==> src/pcio_map.vh <==
// register map, field positions and reset values of the pad io cell
// Behaviour
// - fast capture latch runs on output clock
// - input stage recaptures latch data on input clock
// - flop variant: low-transparent latch, rising-edge flop
// - latch variant: low latch feeds high latch
// - each capture clock individually invertible
// - output optionally inverted, direct or registered
// - connected, uninverted three-state high floats the pad
// - output and three-state inversion set separately
// - output flop loads on edge with enable
// - init pulse loads configured value, reset default
// - unconnected enable high, unconnected three-state low
// - no local set/reset, only global init
// - one select bit sets start and pulse value
// - global init at power-up, reconfig, reset net
`ifndef PCIO_MAP_VH
`define PCIO_MAP_VH

// bus geometry
`define PCIO_ADDR_W 8
`define PCIO_DATA_W 32

// register offsets
`define PCIO_OFF_CFG 8'h00
`define PCIO_OFF_CTRL 8'h04
`define PCIO_OFF_STATUS 8'h08

// configuration register fields
`define PCIO_CFG_OUT_INV 0
`define PCIO_CFG_TS_INV 1
`define PCIO_CFG_OUT_REG 2
`define PCIO_CFG_OUT_INIT 3
`define PCIO_CFG_FAST_EN 4
`define PCIO_CFG_IN_LATCH 5
`define PCIO_CFG_OCLK_INV 6
`define PCIO_CFG_ICLK_INV 7
`define PCIO_CFG_IN_INIT 8
`define PCIO_CFG_CE_CONN 9
`define PCIO_CFG_TS_CONN 10
`define PCIO_CFG_CE_TO_IN 11
`define PCIO_CFG_CE_TO_OUT 12
`define PCIO_CFG_W 13
`define PCIO_CFG_RESET 13'h1800

// control register fields
`define PCIO_CTRL_INIT 0

// status register fields
`define PCIO_ST_PAD 0
`define PCIO_ST_OUT_Q 1
`define PCIO_ST_CAPTURE 2
`define PCIO_ST_IN_Q 3
`define PCIO_ST_DRIVEN 4
`define PCIO_ST_INIT_BUSY 5
`define PCIO_ST_W 6

// clock index inside the clock vector
`define PCIO_CLK_OUT 0
`define PCIO_CLK_IN 1
`define PCIO_NCLK 2

`endif

==> src/pcio_out_ff.v <==
// output flip-flop of the pad io cell
`timescale 1ns/1ps
module pcio_out_ff (
  // clock and global init
  input wire i_clk,
  input wire i_init,
  input wire i_init_val,
  // load control
  input wire i_edge,
  input wire i_ce,
  input wire i_d,
  // state
  output reg o_q
);

  // no local set/reset port exists; only the global init can force it
  always @(posedge i_clk) begin
    if (i_init) begin
      o_q <= i_init_val;
    end else if (i_edge && i_ce) begin
      o_q <= i_d;
    end else begin
      o_q <= o_q;
    end
  end

endmodule // pcio_out_ff

==> src/pcio_in_stage.v <==
// input path: optional early capture latch and the regular input stage
`timescale 1ns/1ps
module pcio_in_stage (
  // clock and global init
  input wire i_clk,
  input wire i_init,
  input wire i_init_val,
  // pad and effective clock levels
  input wire i_pad,
  input wire i_oclk_lvl,
  input wire i_iclk_lvl,
  input wire i_iclk_rise,
  input wire i_ce,
  // configuration
  input wire i_fast_en,
  input wire i_latch_mode,
  // results
  output wire o_capture,
  output wire o_data
);

  reg early_capture_latch;
  reg in_hold;
  wire stage_src;

  // latch modelled as a held value plus a transparent bypass; no real latch
  always @(posedge i_clk) begin
    if (i_init) begin
      early_capture_latch <= i_init_val;
    end else if (!i_oclk_lvl) begin
      early_capture_latch <= i_pad;
    end
  end

  assign o_capture = i_oclk_lvl ? early_capture_latch : i_pad;

  assign stage_src = i_fast_en ? o_capture : i_pad;

  always @(posedge i_clk) begin
    if (i_init) begin
      in_hold <= i_init_val;
    end else if (i_latch_mode) begin
      if (i_iclk_lvl && i_ce) begin
        in_hold <= stage_src;
      end
    end else if (i_iclk_rise && i_ce) begin
      in_hold <= stage_src;
    end
  end

  // latch variant is transparent while the input clock is high
  assign o_data = (i_latch_mode && i_iclk_lvl && i_ce) ? stage_src : in_hold;

endmodule // pcio_in_stage

==> src/pcio_cell.v <==
// pad io cell top: configuration registers, clock handling, output and input paths
//
// Decided for this implementation: the register addresses and the address-and-strobe port.
`timescale 1ns/1ps
`include "pcio_map.vh"
module pcio_cell (
  // clock and reset
  input wire i_clk,
  input wire i_rst,
  // register port
  input wire [`PCIO_ADDR_W-1:0] i_addr,
  input wire [`PCIO_DATA_W-1:0] i_wdata,
  input wire i_wr,
  input wire i_rd,
  output reg [`PCIO_DATA_W-1:0] o_rdata,
  // global init net
  input wire i_global_init_pulse,
  // cell clocks, sampled as levels
  input wire i_out_clk,
  input wire i_in_clk,
  // fabric side output controls
  input wire i_out_data,
  input wire i_clk_en,
  input wire i_three_state,
  // fabric side input results
  output wire o_in_data,
  output wire o_capture_data,
  // pad
  input wire i_pad,
  output wire o_pad,
  output wire o_pad_oe_n
);

  // address match, used by both the write and the read decode
  function addr_is;
    input [`PCIO_ADDR_W-1:0] addr;
    input [`PCIO_ADDR_W-1:0] off;
    begin
      addr_is = (addr == off);
    end
  endfunction

  // configuration state
  reg [`PCIO_CFG_W-1:0] cfg;
  reg sw_init;
  reg cfg_reload;
  wire cfg_wr;
  wire ctrl_wr;

  // configuration field views
  wire out_inv;
  wire ts_inv;
  wire out_reg;
  wire out_init_val;
  wire fast_en;
  wire in_latch;
  wire in_init_val;
  wire ce_conn;
  wire ts_conn;
  wire ce_to_in;
  wire ce_to_out;

  // clock handling
  wire [`PCIO_NCLK-1:0] clk_raw;
  wire [`PCIO_NCLK-1:0] clk_inv;
  wire [`PCIO_NCLK-1:0] clk_lvl;
  wire [`PCIO_NCLK-1:0] clk_rise;
  reg [`PCIO_NCLK-1:0] clk_prev;

  // global init and datapath
  wire global_init;
  wire ce_eff;
  wire ts_eff;
  wire out_d;
  wire out_q;
  wire out_val;
  wire in_q;
  wire capture_q;
  wire [`PCIO_ST_W-1:0] status;

  // register port decode
  assign cfg_wr = i_wr && addr_is(i_addr, `PCIO_OFF_CFG);
  assign ctrl_wr = i_wr && addr_is(i_addr, `PCIO_OFF_CTRL);

  always @(posedge i_clk) begin
    if (i_rst) begin
      cfg <= `PCIO_CFG_RESET;
    end else if (cfg_wr) begin
      cfg <= i_wdata[`PCIO_CFG_W-1:0];
    end
  end

  // writing the configuration counts as re-configuration of the cell
  always @(posedge i_clk) begin
    if (i_rst) begin
      cfg_reload <= 1'b0;
    end else begin
      cfg_reload <= cfg_wr;
    end
  end

  // software drive of the init net, self clearing after one cycle
  always @(posedge i_clk) begin
    if (i_rst) begin
      sw_init <= 1'b0;
    end else begin
      sw_init <= ctrl_wr && i_wdata[`PCIO_CTRL_INIT];
    end
  end

  // power-up, reset net, internal drive and re-configuration all share one net
  assign global_init = i_rst | i_global_init_pulse | sw_init | cfg_reload;

  // configuration fields
  assign out_inv = cfg[`PCIO_CFG_OUT_INV];
  assign ts_inv = cfg[`PCIO_CFG_TS_INV];
  assign out_reg = cfg[`PCIO_CFG_OUT_REG];
  assign out_init_val = cfg[`PCIO_CFG_OUT_INIT];
  assign fast_en = cfg[`PCIO_CFG_FAST_EN];
  assign in_latch = cfg[`PCIO_CFG_IN_LATCH];
  assign in_init_val = cfg[`PCIO_CFG_IN_INIT];
  assign ce_conn = cfg[`PCIO_CFG_CE_CONN];
  assign ts_conn = cfg[`PCIO_CFG_TS_CONN];
  assign ce_to_in = cfg[`PCIO_CFG_CE_TO_IN];
  assign ce_to_out = cfg[`PCIO_CFG_CE_TO_OUT];

  // clocks arrive as synchronous levels; edges are found against the last sample
  assign clk_raw[`PCIO_CLK_OUT] = i_out_clk;
  assign clk_raw[`PCIO_CLK_IN] = i_in_clk;
  assign clk_inv[`PCIO_CLK_OUT] = cfg[`PCIO_CFG_OCLK_INV];
  assign clk_inv[`PCIO_CLK_IN] = cfg[`PCIO_CFG_ICLK_INV];

  genvar g;
  generate
    for (g = 0; g < `PCIO_NCLK; g = g + 1) begin : g_clk
      assign clk_lvl[g] = clk_raw[g] ^ clk_inv[g];
      assign clk_rise[g] = clk_lvl[g] & ~clk_prev[g];
      always @(posedge i_clk) begin
        if (i_rst) begin
          clk_prev[g] <= 1'b0;
        end else begin
          clk_prev[g] <= clk_lvl[g];
        end
      end
    end
  endgenerate

  // a clock enable left unconnected reads as always enabled
  assign ce_eff = ce_conn ? i_clk_en : 1'b1;

  // output path
  assign out_d = i_out_data ^ out_inv;

  pcio_out_ff u_out_ff (
    .i_clk(i_clk),
    .i_init(global_init),
    .i_init_val(out_init_val),
    .i_edge(clk_rise[`PCIO_CLK_OUT]),
    .i_ce(ce_eff | ~ce_to_out),
    .i_d(out_d),
    .o_q(out_q)
  );

  assign out_val = out_reg ? out_q : out_d;

  // three-state: unconnected means driven, polarity configurable per cell
  // inversion applies to a connected control only; a loose input must never float the pad
  assign ts_eff = ts_conn ? (i_three_state ^ ts_inv) : 1'b0;

  // float overrides clock, enable and data
  assign o_pad_oe_n = ts_eff;
  assign o_pad = ts_eff ? 1'b0 : out_val;

  // input path
  pcio_in_stage u_in_stage (
    .i_clk(i_clk),
    .i_init(global_init),
    .i_init_val(in_init_val),
    .i_pad(i_pad),
    .i_oclk_lvl(clk_lvl[`PCIO_CLK_OUT]),
    .i_iclk_lvl(clk_lvl[`PCIO_CLK_IN]),
    .i_iclk_rise(clk_rise[`PCIO_CLK_IN]),
    .i_ce(ce_eff | ~ce_to_in),
    .i_fast_en(fast_en),
    .i_latch_mode(in_latch),
    .o_capture(capture_q),
    .o_data(in_q)
  );

  assign o_in_data = in_q;
  assign o_capture_data = capture_q;

  // status view of the cell
  assign status[`PCIO_ST_PAD] = i_pad;
  assign status[`PCIO_ST_OUT_Q] = out_q;
  assign status[`PCIO_ST_CAPTURE] = capture_q;
  assign status[`PCIO_ST_IN_Q] = in_q;
  assign status[`PCIO_ST_DRIVEN] = ~ts_eff;
  assign status[`PCIO_ST_INIT_BUSY] = global_init;

  // read data stand one cycle after the strobe and only then
  always @(posedge i_clk) begin
    if (i_rst) begin
      o_rdata <= {`PCIO_DATA_W{1'b0}};
    end else if (i_rd) begin
      if (addr_is(i_addr, `PCIO_OFF_CFG)) begin
        o_rdata <= {{(`PCIO_DATA_W-`PCIO_CFG_W){1'b0}}, cfg};
      end else if (addr_is(i_addr, `PCIO_OFF_STATUS)) begin
        o_rdata <= {{(`PCIO_DATA_W-`PCIO_ST_W){1'b0}}, status};
      end else begin
        // control is write-only and unmapped words read as zero
        o_rdata <= {`PCIO_DATA_W{1'b0}};
      end
    end else begin
      o_rdata <= {`PCIO_DATA_W{1'b0}};
    end
  end

endmodule // pcio_cell

==> config.mk <==
export PLATFORM = sky130hd
export DESIGN_NAME = pcio_cell
export DESIGN_NICKNAME = d
export VERILOG_FILES = /design/src/pcio_out_ff.v /design/src/pcio_in_stage.v /design/src/pcio_cell.v
export VERILOG_INCLUDE_DIRS = /design/src /design/src/src
export SDC_FILE = /design/constraint.sdc
export NUM_CORES = 1
export LEC_CHECK = 0
export BUFFER_PORTS_ARGS = -buffer_cell sky130_fd_sc_hd__buf_2
export CORE_MARGIN = 2
export CORE_UTILIZATION = 44
export CTS_CLUSTER_SIZE = 12
export DETAILED_ROUTE_END_ITERATION = 16
export PLACE_DENSITY = 0.83
export SLEW_MARGIN = 5
export SYNTH_ARGS = -nofsm -noshare
export SYNTH_HDL_FRONTEND = slang
export SYNTH_HIERARCHICAL = 1
export SYNTH_SLANG_ARGS = --single-unit
==> constraint.sdc <==
create_clock -name i_clk -period 1.8 [get_ports i_clk]
set_input_delay 0.36 -clock i_clk [delete_from_list [all_inputs] [get_ports i_clk]]
set_output_delay 0.36 -clock i_clk [all_outputs]
set_load 0.01 [all_outputs]
==> results of run 1 <==
## what timing repair did
item	4_1_cts	5_1_grt
resized for setup	8	5
pin swaps	3	0
setup endpoints to repair	2	2
buffers inserted	3	0
## worst max path at each step
stage,from,end,cells after the start
after floorplan,i_addr[3],cfg[0],5
after global placement,i_out_clk,o_in_data,6
after detailed placement,i_addr[5],cfg[3],5
after CTS,cfg[9],o_in_data,5
after global routing,cfg[7],o_in_data,5
final,cfg[9],o_in_data,5
## cell type report
cell class | instances | area (sq um)
Clock inverter | 2 | 10.0
Sequential cell | 33 | 684
Timing Repair Buffer | 60 | 353
Fill cell | 304 | 1580
Multi-Input combinational cell | 117 | 826
Tap cell | 48 | 60.1
Inverter | 5 | 18.8
Clock buffer | 6 | 72.6
## cells in the final DEF, fill, tap and decap left out, types with 3 or more instances in the layout
master                     synthesis  layout
sky130_fd_sc_hd__buf_2             1      47
sky130_fd_sc_hd__dfxtp_1          31      28
sky130_fd_sc_hd__conb_1            1      19
sky130_fd_sc_hd__nor2_1           15      15
sky130_fd_sc_hd__nand4_1          11      11
sky130_fd_sc_hd__a21oi_1          11      11
sky130_fd_sc_hd__buf_4            20      10
sky130_fd_sc_hd__mux2i_1           9       9
sky130_fd_sc_hd__o31ai_2           9       9
sky130_fd_sc_hd__and2_1            8       8
sky130_fd_sc_hd__clkbuf_8          0       5
sky130_fd_sc_hd__nand2_1           4       3
sky130_fd_sc_hd__inv_1             5       3
sky130_fd_sc_hd__dfxtp_2           0       3
## per-stage QoR
stage	hold slack, ns	setup TNS (ns)	instance area (sq um)
3_3_place_gp	0.473	0	1870
4_1_cts	0.303	0	2010
5_1_grt	0.316	-0.0414	2020
3_5_place_dp	0.481	0	1870
2_1_floorplan	0.449	0	1690
6_report	0.307	0	2020
## registers in the layout, indices dropped and copies added (netlist names)
register,flops
cfg,13
o_rdata,13
clk_prev,2
cfg_reload,1
sw_init,1
u_in_stage/early_capture_latch,1
u_in_stage/in_hold,1
u_out_ff/o_q,1
## worst min-delay path, stage by stage
cell	delay, ns
sky130_fd_sc_hd__buf_2	0.11
sky130_fd_sc_hd__nand2_1	0.05
sky130_fd_sc_hd__nor3_1	0.03
## where the power goes
part / switching, uW / internal (uW)
sequential: 3.37 / 745
clock: 260 / 267
combinational: 100 / 73.2
total: 364 / 1090
## metal layers
layer | vias to the layer above | share of wire
met5 | - | 0
met2 | 55 | 0.51
met4 | 0 | 0.046
li1 | 658 | -
met1 | 642 | 0.39
met3 | 21 | 0.060
## logic make-up after synthesis
group,share of synthesized area
and+or+nand+nor,0.192
buffers and inverters,0.135
DFF,0.418
AOI/OAI and AO/OA,0.158
muxes,0.0738
xor gates and xnor gates,0.0215
other,0.00231
==> impl_summary.log, run 1 <==
INFO  metric clock_tree.root_cell = sky130_fd_sc_hd__clkbuf_8
INFO  metric setup_viol = 0
INFO  metric holdBufCountCts = 0
INFO  metric clock_sink_count = 33
INFO  metric drt-wirelength-per-cell = ~14 um
INFO  metric routed_wirelength = approximately 3700 um
INFO  metric clock_tree.htree_level_count = 2
INFO  metric die_w = approximately 65 um
INFO  metric global_route.usage.total = 0.193
INFO  metric worst_ir_drop_vdd = 234 uV
INFO  metric synthDominantAreaCellType = sky130_fd_sc_hd__dfxtp_1
INFO  metric grt_antenna_before_repair = 0
INFO  metric grt_pass1_wl = 6000 um
INFO  metric final_net_count = between 200 and 300
INFO  metric setup.worst_path.end_class = primary output
INFO  metric async_flop_share = 0
INFO  metric critical_path.slowest_cell = sky130_fd_sc_hd__dfxtp_2
INFO  metric layout_overhead_on_the_synthesized_area = 24.5%
INFO  metric detailedPlace.worstSlack = 0.0715 ns
INFO  metric worst-r2r-setup-slack = 0.30 ns
INFO  metric seq_area_frac_synth = 0.418
INFO  metric drtIter0Drc = 100
INFO  metric timing.critical_path.max_delay_family = simple AND/OR/NAND/NOR gates
INFO  metric coreArea = 3610 sq um
INFO  metric finalCoreUtilization = 0.561
INFO  metric max_cap_viol_count = 0
INFO  metric routed-via-count = 1376
INFO  metric grtUsageMet1 = 0.197
INFO  metric die-area = between 4000 and 5000 sq um
INFO  metric max-clock-path-buffers = 2
INFO  metric cellLeakagePower = ~0.0009 uW
INFO  metric layout.cells.non_filler = roughly 270
INFO  metric maximum_number_of_pins_on_one_net_before_global_route_repair = 21
INFO  metric share_of_cells_above_drive_strength_1 = 0.426
INFO  metric critical_path_required = 1.44 ns
INFO  metric worst_r2r_startpoint = sw_init
INFO  metric maxClockFrequency = ~570 MHz
INFO  metric power = 1450 uW
INFO  metric post-synth-top-count-cell = sky130_fd_sc_hd__dfxtp_1
INFO  metric timing.critical_path.cells = nor2b_4, nand2_2, and3_1, a31oi_2, buf_2
INFO  metric globalRoute.busiestLayer = met2
INFO  metric timing.hold.worst.start = i_wdata[0]
INFO  metric worst_slack = approximately 0.037 ns
INFO  metric use_met2 = 0.334
INFO  metric cts_buffers = 5
INFO  metric boundaryPins = a little under 90
INFO  metric critical_path_arrival = between 1 and 1.5 ns
INFO  metric timing.final.crit_period = between 1.5 and 2 ns
INFO  metric num_antenna_cells = 0
INFO  metric worst_hold_path_type = input port to register
INFO  metric crit_path_max_fanout = 3
INFO  metric run_status = complete, no violations
INFO  metric synth_enable_flop_cells = 2
INFO  metric power.density_cell_area = around 700 nW/um^2
INFO  metric synthFlopType = sky130_fd_sc_hd__dfxtp_1
INFO  metric globalplace.congestion = 0.876
INFO  metric regToRegEndpoint = u_out_ff/o_q
INFO  metric number_of_global_route_vias_before_repair = about 1.3k
INFO  metric finalHoldViolations = 0
INFO  metric critPathLaunchType = register
INFO  metric yosys-top-cells-area = sky130_fd_sc_hd__dfxtp_1 38%, sky130_fd_sc_hd__buf_4 9.2%, sky130_fd_sc_hd__o31ai_2 6.9%
INFO  metric grt_remaining_overflow = 0
INFO  metric synth.lib_cells_used.distinct = 38
INFO  metric gr-usage-met3 = 0.0590
INFO  metric fin_skew = about 0.0027 ns
INFO  metric worst-r2r-cell-count = 2
INFO  metric port_buffers = 48
INFO  metric row_count = 22
INFO  metric min_period_over_period = 0.979
INFO  metric syn_std_cell_area = around 1600 sq um
INFO  metric synthesis.yosys.warnings = 6
INFO  metric share_of_yosys_cell_area_claimed_by_the_top_area_cell_type = 0.382
INFO  metric number_of_optimization_iterations_in_the_first_detailed_route_pass = 4
INFO  metric initial_utilization = 0.451
INFO  metric place.detailed.hpwl = 2620 um
INFO  metric netlist_top_cells_count = 31 x sky130_fd_sc_hd__dfxtp_1, 20 x sky130_fd_sc_hd__buf_4, 15 x sky130_fd_sc_hd__nor2_1
INFO  metric worst_hold_path.endpoint = sw_init
INFO  metric unrepaired_setup_endpoints_after_global_routing = yes
INFO  metric routed_via_density = 5.08
INFO  metric detail_route.drc_violations = 0
INFO  metric clock_tree_from_tritoncts = done
INFO  metric postSynthCellCount = roughly 170
INFO  metric height_of_the_die = around 65 um
INFO  metric worst_hold_stages = 3
INFO  metric ys_ff_latch = 33
INFO  metric clock_insertion_delay_worst_skew = a little under 0.3 ns
INFO  metric postRouteAntennaNets = 0
INFO  metric report.final.slew_viol_count = 0
INFO  metric numPlacedInstances = 260
INFO  metric critPathMaxStageDelay = ~0.36 ns
INFO  metric post_synth.cell_area_avg = about 9.8 sq um
INFO  metric critPathKind = register to primary output
INFO  metric clk_pin_slew_worst_paths = 0.06 ns
INFO  metric worst-path-buf-inv = 1
No activity file was read; power rests on OpenSTA's default activity.
==> run 2, diff against run 1 <==
==> constraint.sdc (replaced) <==
create_clock -name i_clk -period 1.8 [get_ports i_clk]
set_input_delay 0.36 -clock i_clk [delete_from_list [all_inputs] [get_ports i_clk]]
set_output_delay 0.36 -clock i_clk [all_outputs]
set_load 0.02 [all_outputs]
==> run 2 against run 1 <==
Compared with the run above: the flow now finishes with violations (setup timing); global-route usage shrank 0.92 points; cell count unchanged; first-iteration DRC count is 34% lower; cell area rose by 1.2%; clock power grew 7.0%; sequential power about the same; sequential cell count unchanged; sequential share of layout area shrank 0.39 points; via count decreased by 1.3%; fmax is 2.2% lower; power grew 4.3%; critical path type unchanged.
==> impl_summary.log, run 2 (synthesis results as in run 1) <==
INFO  metric worst_hold_path_type = input port to register
INFO  metric design_area = between 2000 and 2500 sq um
INFO  metric dpl_cell_area = about 1900 sq um
INFO  metric report.final.slew_viol_count = 0
INFO  metric power.switching = ~380 uW
INFO  metric clock_insertion_delay_worst_skew = 0.28 ns
INFO  metric drtIter0Drc = 66
INFO  metric fin_skew = around 0.0036 ns
INFO  metric grt_antenna_before_repair = 0
INFO  metric crit_path_end = o_in_data
INFO  metric max_cap_viol_count = 0
INFO  metric height_of_the_die = ~65 um
INFO  metric drt-wirelength-per-cell = approximately 13 um
INFO  metric timing.critical_path.from = cfg[7]
INFO  metric clock_sink_count = 33
INFO  metric die_w = roughly 65 um
INFO  metric numPlacedInstances = between 200 and 300
INFO  metric setup.worst_path.end_class = primary output
INFO  metric layout_overhead_on_the_synthesized_area = 25.9%
INFO  metric finalHoldViolations = 0
INFO  metric detailedPlace.worstSlack = about 0.044 ns
INFO  metric critical_path_arrival = between 1 and 1.5 ns
INFO  metric routed_via_density = 5.01
INFO  metric combinationalPowerShare = 0.131
INFO  metric grt_remaining_overflow = 0
INFO  metric routed-via-count = 1358
INFO  metric port_buffers = 48
INFO  metric boundaryPins = 87
INFO  metric clockPowerShare = 0.374
INFO  metric number_of_global_route_vias_before_repair = ~1.3k
INFO  metric cts_buffers = 5
INFO  metric globalplace.congestion = 0.891
INFO  metric postRouteAntennaNets = 0
INFO  metric layout.cells.non_filler = ~270
INFO  metric crit_path_max_fanout = 3
INFO  metric share_of_cells_above_drive_strength_1 = 0.426
INFO  metric critical_path_required = around 1.4 ns
INFO  metric routed_wirelength = roughly 3700 um
INFO  metric critPathKind = register to primary output
INFO  metric holdBufCountCts = 0
INFO  metric cellLeakagePower = 0.000900 uW
INFO  metric number_of_optimization_iterations_in_the_first_detailed_route_pass = 4
INFO  metric clock_tree.root_cell = sky130_fd_sc_hd__clkbuf_8
INFO  metric min_period_over_period = 1.00
INFO  metric critPathLaunchType = register
INFO  metric hold-worst-slack = roughly 0.32 ns
INFO  metric worst_slack = -0.00213 ns
INFO  metric worst_ir_drop_vdd = about 300 uV
INFO  metric place.detailed.hpwl = roughly 2600 um
INFO  metric final_net_count = between 200 and 300
INFO  metric max-clock-path-buffers = 2
INFO  metric registers_with_the_most_flip_flops = cfg (13), o_rdata (13), clk_prev (2)
INFO  metric p_sw_frac = 0.251
INFO  metric detail_route.drc_violations = 0
INFO  metric worst-r2r-cell-count = 2
INFO  metric die-area = 4200 sq um
INFO  metric run_status = finished with violations
INFO  metric mostFrequentLayoutCells = 46 x sky130_fd_sc_hd__buf_2, 28 x sky130_fd_sc_hd__dfxtp_1, 19 x sky130_fd_sc_hd__conb_1
INFO  metric maximum_number_of_pins_on_one_net_before_global_route_repair = 21
INFO  metric mostFrequentLayoutCell = sky130_fd_sc_hd__buf_2
INFO  metric timing.final.crit_period = about 1.8 ns
INFO  metric maxClockFrequency = ~550 MHz
INFO  metric regToRegEndpoint = u_out_ff/o_q
INFO  metric initial_utilization = 0.451
INFO  metric internal_power = 1130 uW
INFO  metric clock_tree_from_tritoncts = done
INFO  metric power.density_cell_area = around 740 nW/um^2
INFO  metric share_seq_of_total_power = 0.496
INFO  metric num_antenna_cells = 0
INFO  metric global_route.usage.total = 0.184
INFO  metric violations = setup timing
INFO  metric worst_r2r_startpoint = sw_init
INFO  metric clk_pin_slew_worst_paths = roughly 0.06 ns
INFO  metric clock_tree.htree_level_count = 2
INFO  metric row_count = 22
INFO  metric grt_pass1_wl = approximately 5800 um
INFO  metric setup_viol = 1
INFO  metric coreArea = around 3600 sq um
INFO  metric worst-r2r-setup-slack = just over 0.3 ns
INFO  metric unrepaired_setup_endpoints_after_global_routing = yes
-- run 2: changes by cell type in the layout (fill, tap and decap cells not counted), sizes merged --
cell    change
clkbuf      +2
clkinv      -2
-- run 2: critical path, cell delays in order (launching register included) --
cell	delay (ns)
sky130_fd_sc_hd__dfxtp_2	0.34
sky130_fd_sc_hd__xnor2_2	0.18
sky130_fd_sc_hd__inv_2	0.07
sky130_fd_sc_hd__and3_1	0.20
sky130_fd_sc_hd__a31oi_4	0.19
sky130_fd_sc_hd__buf_4	0.16
-- run 2: layout make-up --
type / count / area (sq um)
Sequential cell: 33 / 684
Fill cell: 310 / 1560
Timing Repair Buffer: 60 / 355
Clock buffer: 8 / 90.1
Inverter: 5 / 18.8
Multi-Input combinational cell: 117 / 840
Tap cell: 48 / 60.1
-- run 2: metrics by stage --
stage	util	total power, uW	TNS [ns]
floorplan	-	908	0
global placement	0.522	943	0
detailed placement	0.522	946	0
CTS	0.563	1520	-0.00136
global route	0.568	1560	-0.0742
finish	0.568	1510	-0.00213
-- run 2: how the worst min path moves through the flow --
| stage | startpoint | to | slack (ns) | depth (start not counted) |
|---|---|---|---|---|
| finish | i_wdata[0] | sw_init | 0.32 | 3 |
| global route | i_wdata[10] | cfg[10] | 0.33 | 3 |
| CTS | i_wdata[0] | sw_init | 0.31 | 3 |
| detailed placement | cfg[9] | cfg[9] | 0.49 | 2 |
| global placement | cfg[9] | cfg[9] | 0.47 | 2 |
| floorplan | cfg[10] | cfg[10] | 0.45 | 2 |
-- run 2: timing repair --
item	in CTS	in global routing
resized for setup	13	4
pin swaps	3	0
endpoints found under the setup margin	2	2
buffers inserted	2	0
-- run 2: power by group through the flow --
stage                     registers [uW]  logic (uW)  clock network, uW
after floorplan                      764         144                  0
after global placement               764         179                  0
after detailed placement             765         181                  0
after CTS                            749         192                575
after global routing                 749         211                599
final                                749         198                565
-- run 2: layer usage --
metal	up-vias	wire, um	track usage
li1	662	-	-
met1	636	1470	0.190
met2	49	1870	0.321
met3	11	212	0.0608
met4	0	98	0.106
met5	-	0	0
==> run 3, diff against run 2 <==
--- a/config.mk
+++ b/config.mk
@@ -7,7 +7,6 @@
 export NUM_CORES = 1
 export LEC_CHECK = 0
 export BUFFER_PORTS_ARGS = -buffer_cell sky130_fd_sc_hd__buf_2
-export CORE_MARGIN = 2
 export CORE_UTILIZATION = 44
 export CTS_CLUSTER_SIZE = 12
 export DETAILED_ROUTE_END_ITERATION = 16
==> run 3 against run 2 <==
Compared with the run above: global-route usage rose by 3.2 points; fmax shrank 1.1%; the flow still finishes with violations (setup timing); critical path type unchanged; cell count rose by 0.37%; sequential cell count unchanged.
==> impl_summary.log, run 3 (synthesis results as in run 1) <==
INFO  metric clk_pin_slew_worst_paths = 0.07 ns
INFO  metric worst-path-buf-inv = 3
INFO  metric routed-wl-met3 = ~210 um
INFO  metric maximum_number_of_pins_on_one_net_before_global_route_repair = 20
INFO  metric share_seq_of_total_power = 0.446
INFO  metric worst_ir_drop_vdd = between 200 and 300 uV
INFO  metric design_area = 2110 sq um
INFO  metric clock_tree.root_cell = sky130_fd_sc_hd__clkbuf_8
INFO  metric run_status = finished with violations
INFO  metric grt_pass1_wl = between 6000 and 7000 um
INFO  metric met2_length = roughly 1900 um
INFO  metric crit_path_max_fanout = 3
INFO  metric number_of_optimization_iterations_in_the_first_detailed_route_pass = 4
INFO  metric finalCoreUtilization = 0.613
INFO  metric violations = setup timing
INFO  metric timing.critical_path.max_delay_family = flip-flops
INFO  metric routed_wirelength = ~3800 um
INFO  metric numPlacedInstances = about 260
INFO  metric layout_overhead_on_the_synthesized_area = 29.7%
INFO  metric cellLeakagePower = 0.000923 uW
INFO  metric critical_path.slowest_cell = sky130_fd_sc_hd__dfxtp_2
INFO  metric unrepaired_setup_endpoints_after_global_routing = yes
INFO  metric postRouteAntennaNets = 0
INFO  metric regToRegEndpoint = u_out_ff/o_q
INFO  metric place.detailed.hpwl = around 2600 um
INFO  metric power.switching = between 400 and 500 uW
INFO  metric detailedPlace.worstSlack = -0.0158 ns
INFO  metric worst_hold_path_type = input port to register
INFO  metric die-area = between 3000 and 4000 sq um
INFO  metric worst-r2r-setup-slack = ~0.31 ns
INFO  metric power.density_cell_area = 796 nW/um^2
INFO  metric boundaryPins = 87
INFO  metric cts_buffers = 5
INFO  metric grt_remaining_overflow = 0
INFO  metric worst_slack = -0.0224 ns
INFO  metric critPathLaunchType = register
INFO  metric min_period_over_period = 1.01
INFO  metric clock_sink_count = 33
INFO  metric internal_power = 1280 uW
INFO  metric worst_hold_stages = 3
INFO  metric mostFrequentLayoutCell = sky130_fd_sc_hd__buf_2
INFO  metric p_sw_frac = 0.241
INFO  metric setup.worst_path.end_class = primary output
INFO  metric critical_path_required = about 1.4 ns
INFO  metric worst_r2r_startpoint = sw_init
INFO  metric fin_skew = 0.00720 ns
INFO  metric timing.final.crit_period = approximately 1.8 ns
INFO  metric port_buffers = between 40 and 50
INFO  metric max_cap_viol_count = 0
INFO  metric grt_antenna_before_repair = 0
INFO  metric clock_tree_from_tritoncts = done
INFO  metric die_w = 62.8 um
INFO  metric combinationalPowerShare = 0.121
INFO  metric layout.cells.non_filler = roughly 270
INFO  metric globalplace.congestion = 0.793
INFO  metric detail_route.drc_violations = 0
INFO  metric height_of_the_die = roughly 63 um
INFO  metric share_of_cells_above_drive_strength_1 = 0.447
INFO  metric worst_path_most_repeated_cell = sky130_fd_sc_hd__buf_6
INFO  metric coreArea = 3440 sq um
INFO  metric tns = -0.0224 ns
INFO  metric route.top_layer_used = met4
INFO  metric clock_insertion_delay_worst_skew = roughly 0.30 ns
INFO  metric final.fill_count = between 200 and 300
INFO  metric holdBufCountCts = 0
INFO  metric critPathKind = register to primary output
INFO  metric finalHoldViolations = 0
INFO  metric global_route.usage.total = 0.216
INFO  metric drtIter0Drc = approximately 120
INFO  metric mostFrequentLayoutCells = 46 x sky130_fd_sc_hd__buf_2, 28 x sky130_fd_sc_hd__dfxtp_1, 19 x sky130_fd_sc_hd__conb_1
INFO  metric worst_hold_path.endpoint = sw_init
INFO  metric wl_met1 = 1510 um
INFO  metric final_net_count = between 200 and 300
INFO  metric timing.critical_path.cells = xnor2_2, inv_2, buf_6, mux2_4, buf_6
INFO  metric routed_via_density = slightly above 5
INFO  metric drt-wirelength-per-cell = 14.0 um
INFO  metric critical_path_arrival = roughly 1.5 ns
INFO  metric initial_utilization = 0.473
INFO  metric routed-via-count = ~1.4k
INFO  metric max-clock-path-buffers = 2
INFO  metric clock_tree.htree_level_count = 2
INFO  metric report.final.slew_viol_count = 0
INFO  metric clockPowerShare = 0.433
INFO  metric num_antenna_cells = 0
INFO  metric timing.hold.worst.start = i_wdata[0]
INFO  metric worst-r2r-cell-count = 2
INFO  metric number_of_global_route_vias_before_repair = 1441
INFO  metric setup_viol = 1
INFO  metric critPathMaxStageDelay = 0.34 ns
INFO  metric maxClockFrequency = between 500 and 600 MHz
INFO  metric row_count = 21
INFO  metric registers_with_the_most_flip_flops = cfg (13), o_rdata (13), clk_prev (2)
INFO  metric dpl_cell_area = 1860 sq um
## run 3: metal layers
layer	GRT usage	vias up
met2	0.365	61
met3	0.0493	14
met5	0	-
met4	0.186	0
li1	-	666
met1	0.223	660
## run 3: worst min-delay path, cell delays in order
cell and delay, ns:
sky130_fd_sc_hd__buf_2 0.11, sky130_fd_sc_hd__nand2_1 0.05, sky130_fd_sc_hd__nor3_1 0.04
## run 3: power groups by stage
| stage | sequential [uW] | clock [uW] | combinational, uW |
|---|---|---|---|
| 2_1_floorplan | 764 | 0 | 144 |
| 3_3_place_gp | 764 | 0 | 174 |
| 3_5_place_dp | 765 | 0 | 177 |
| 4_1_cts | 749 | 732 | 194 |
| 5_1_grt | 750 | 759 | 219 |
| 6_report | 750 | 727 | 203 |
## run 3: how the worst max path moves through the flow
stage	from	endpoint	slack (ns)	cells after the start
5_1_grt	cfg[6]	o_capture_data	-0.06	5
6_report	cfg[6]	o_capture_data	-0.02	5
2_1_floorplan	i_out_clk	o_in_data	0.12	4
4_1_cts	cfg[6]	o_capture_data	0.002	5
3_5_place_dp	i_out_clk	o_in_data	-0.02	6
3_3_place_gp	i_out_clk	o_in_data	0.06	6
## run 3: area by class of cell
class                           instances  area, sq um  area share
Multi-Input combinational cell        117          863       0.409
Timing Repair Buffer                   63          369       0.175
Clock buffer                            7         86.3      0.0409
Tap cell                               46         57.6      0.0273
Inverter                                5         18.8     0.00890
Sequential cell                        33          684       0.324
Clock inverter                          1         30.0      0.0142
## run 3: timing repair
action,CTS,global route
buffers inserted,3,3
setup endpoints to repair,2,2
resized for setup,15,7
pin swaps,4,2
## run 3: through the flow
stage / hold slack [ns] / power [uW]
2_1_floorplan: 0.449 / 908
3_3_place_gp: 0.461 / 938
3_5_place_dp: 0.469 / 942
4_1_cts: 0.299 / 1670
5_1_grt: 0.308 / 1730
6_report: 0.304 / 1680
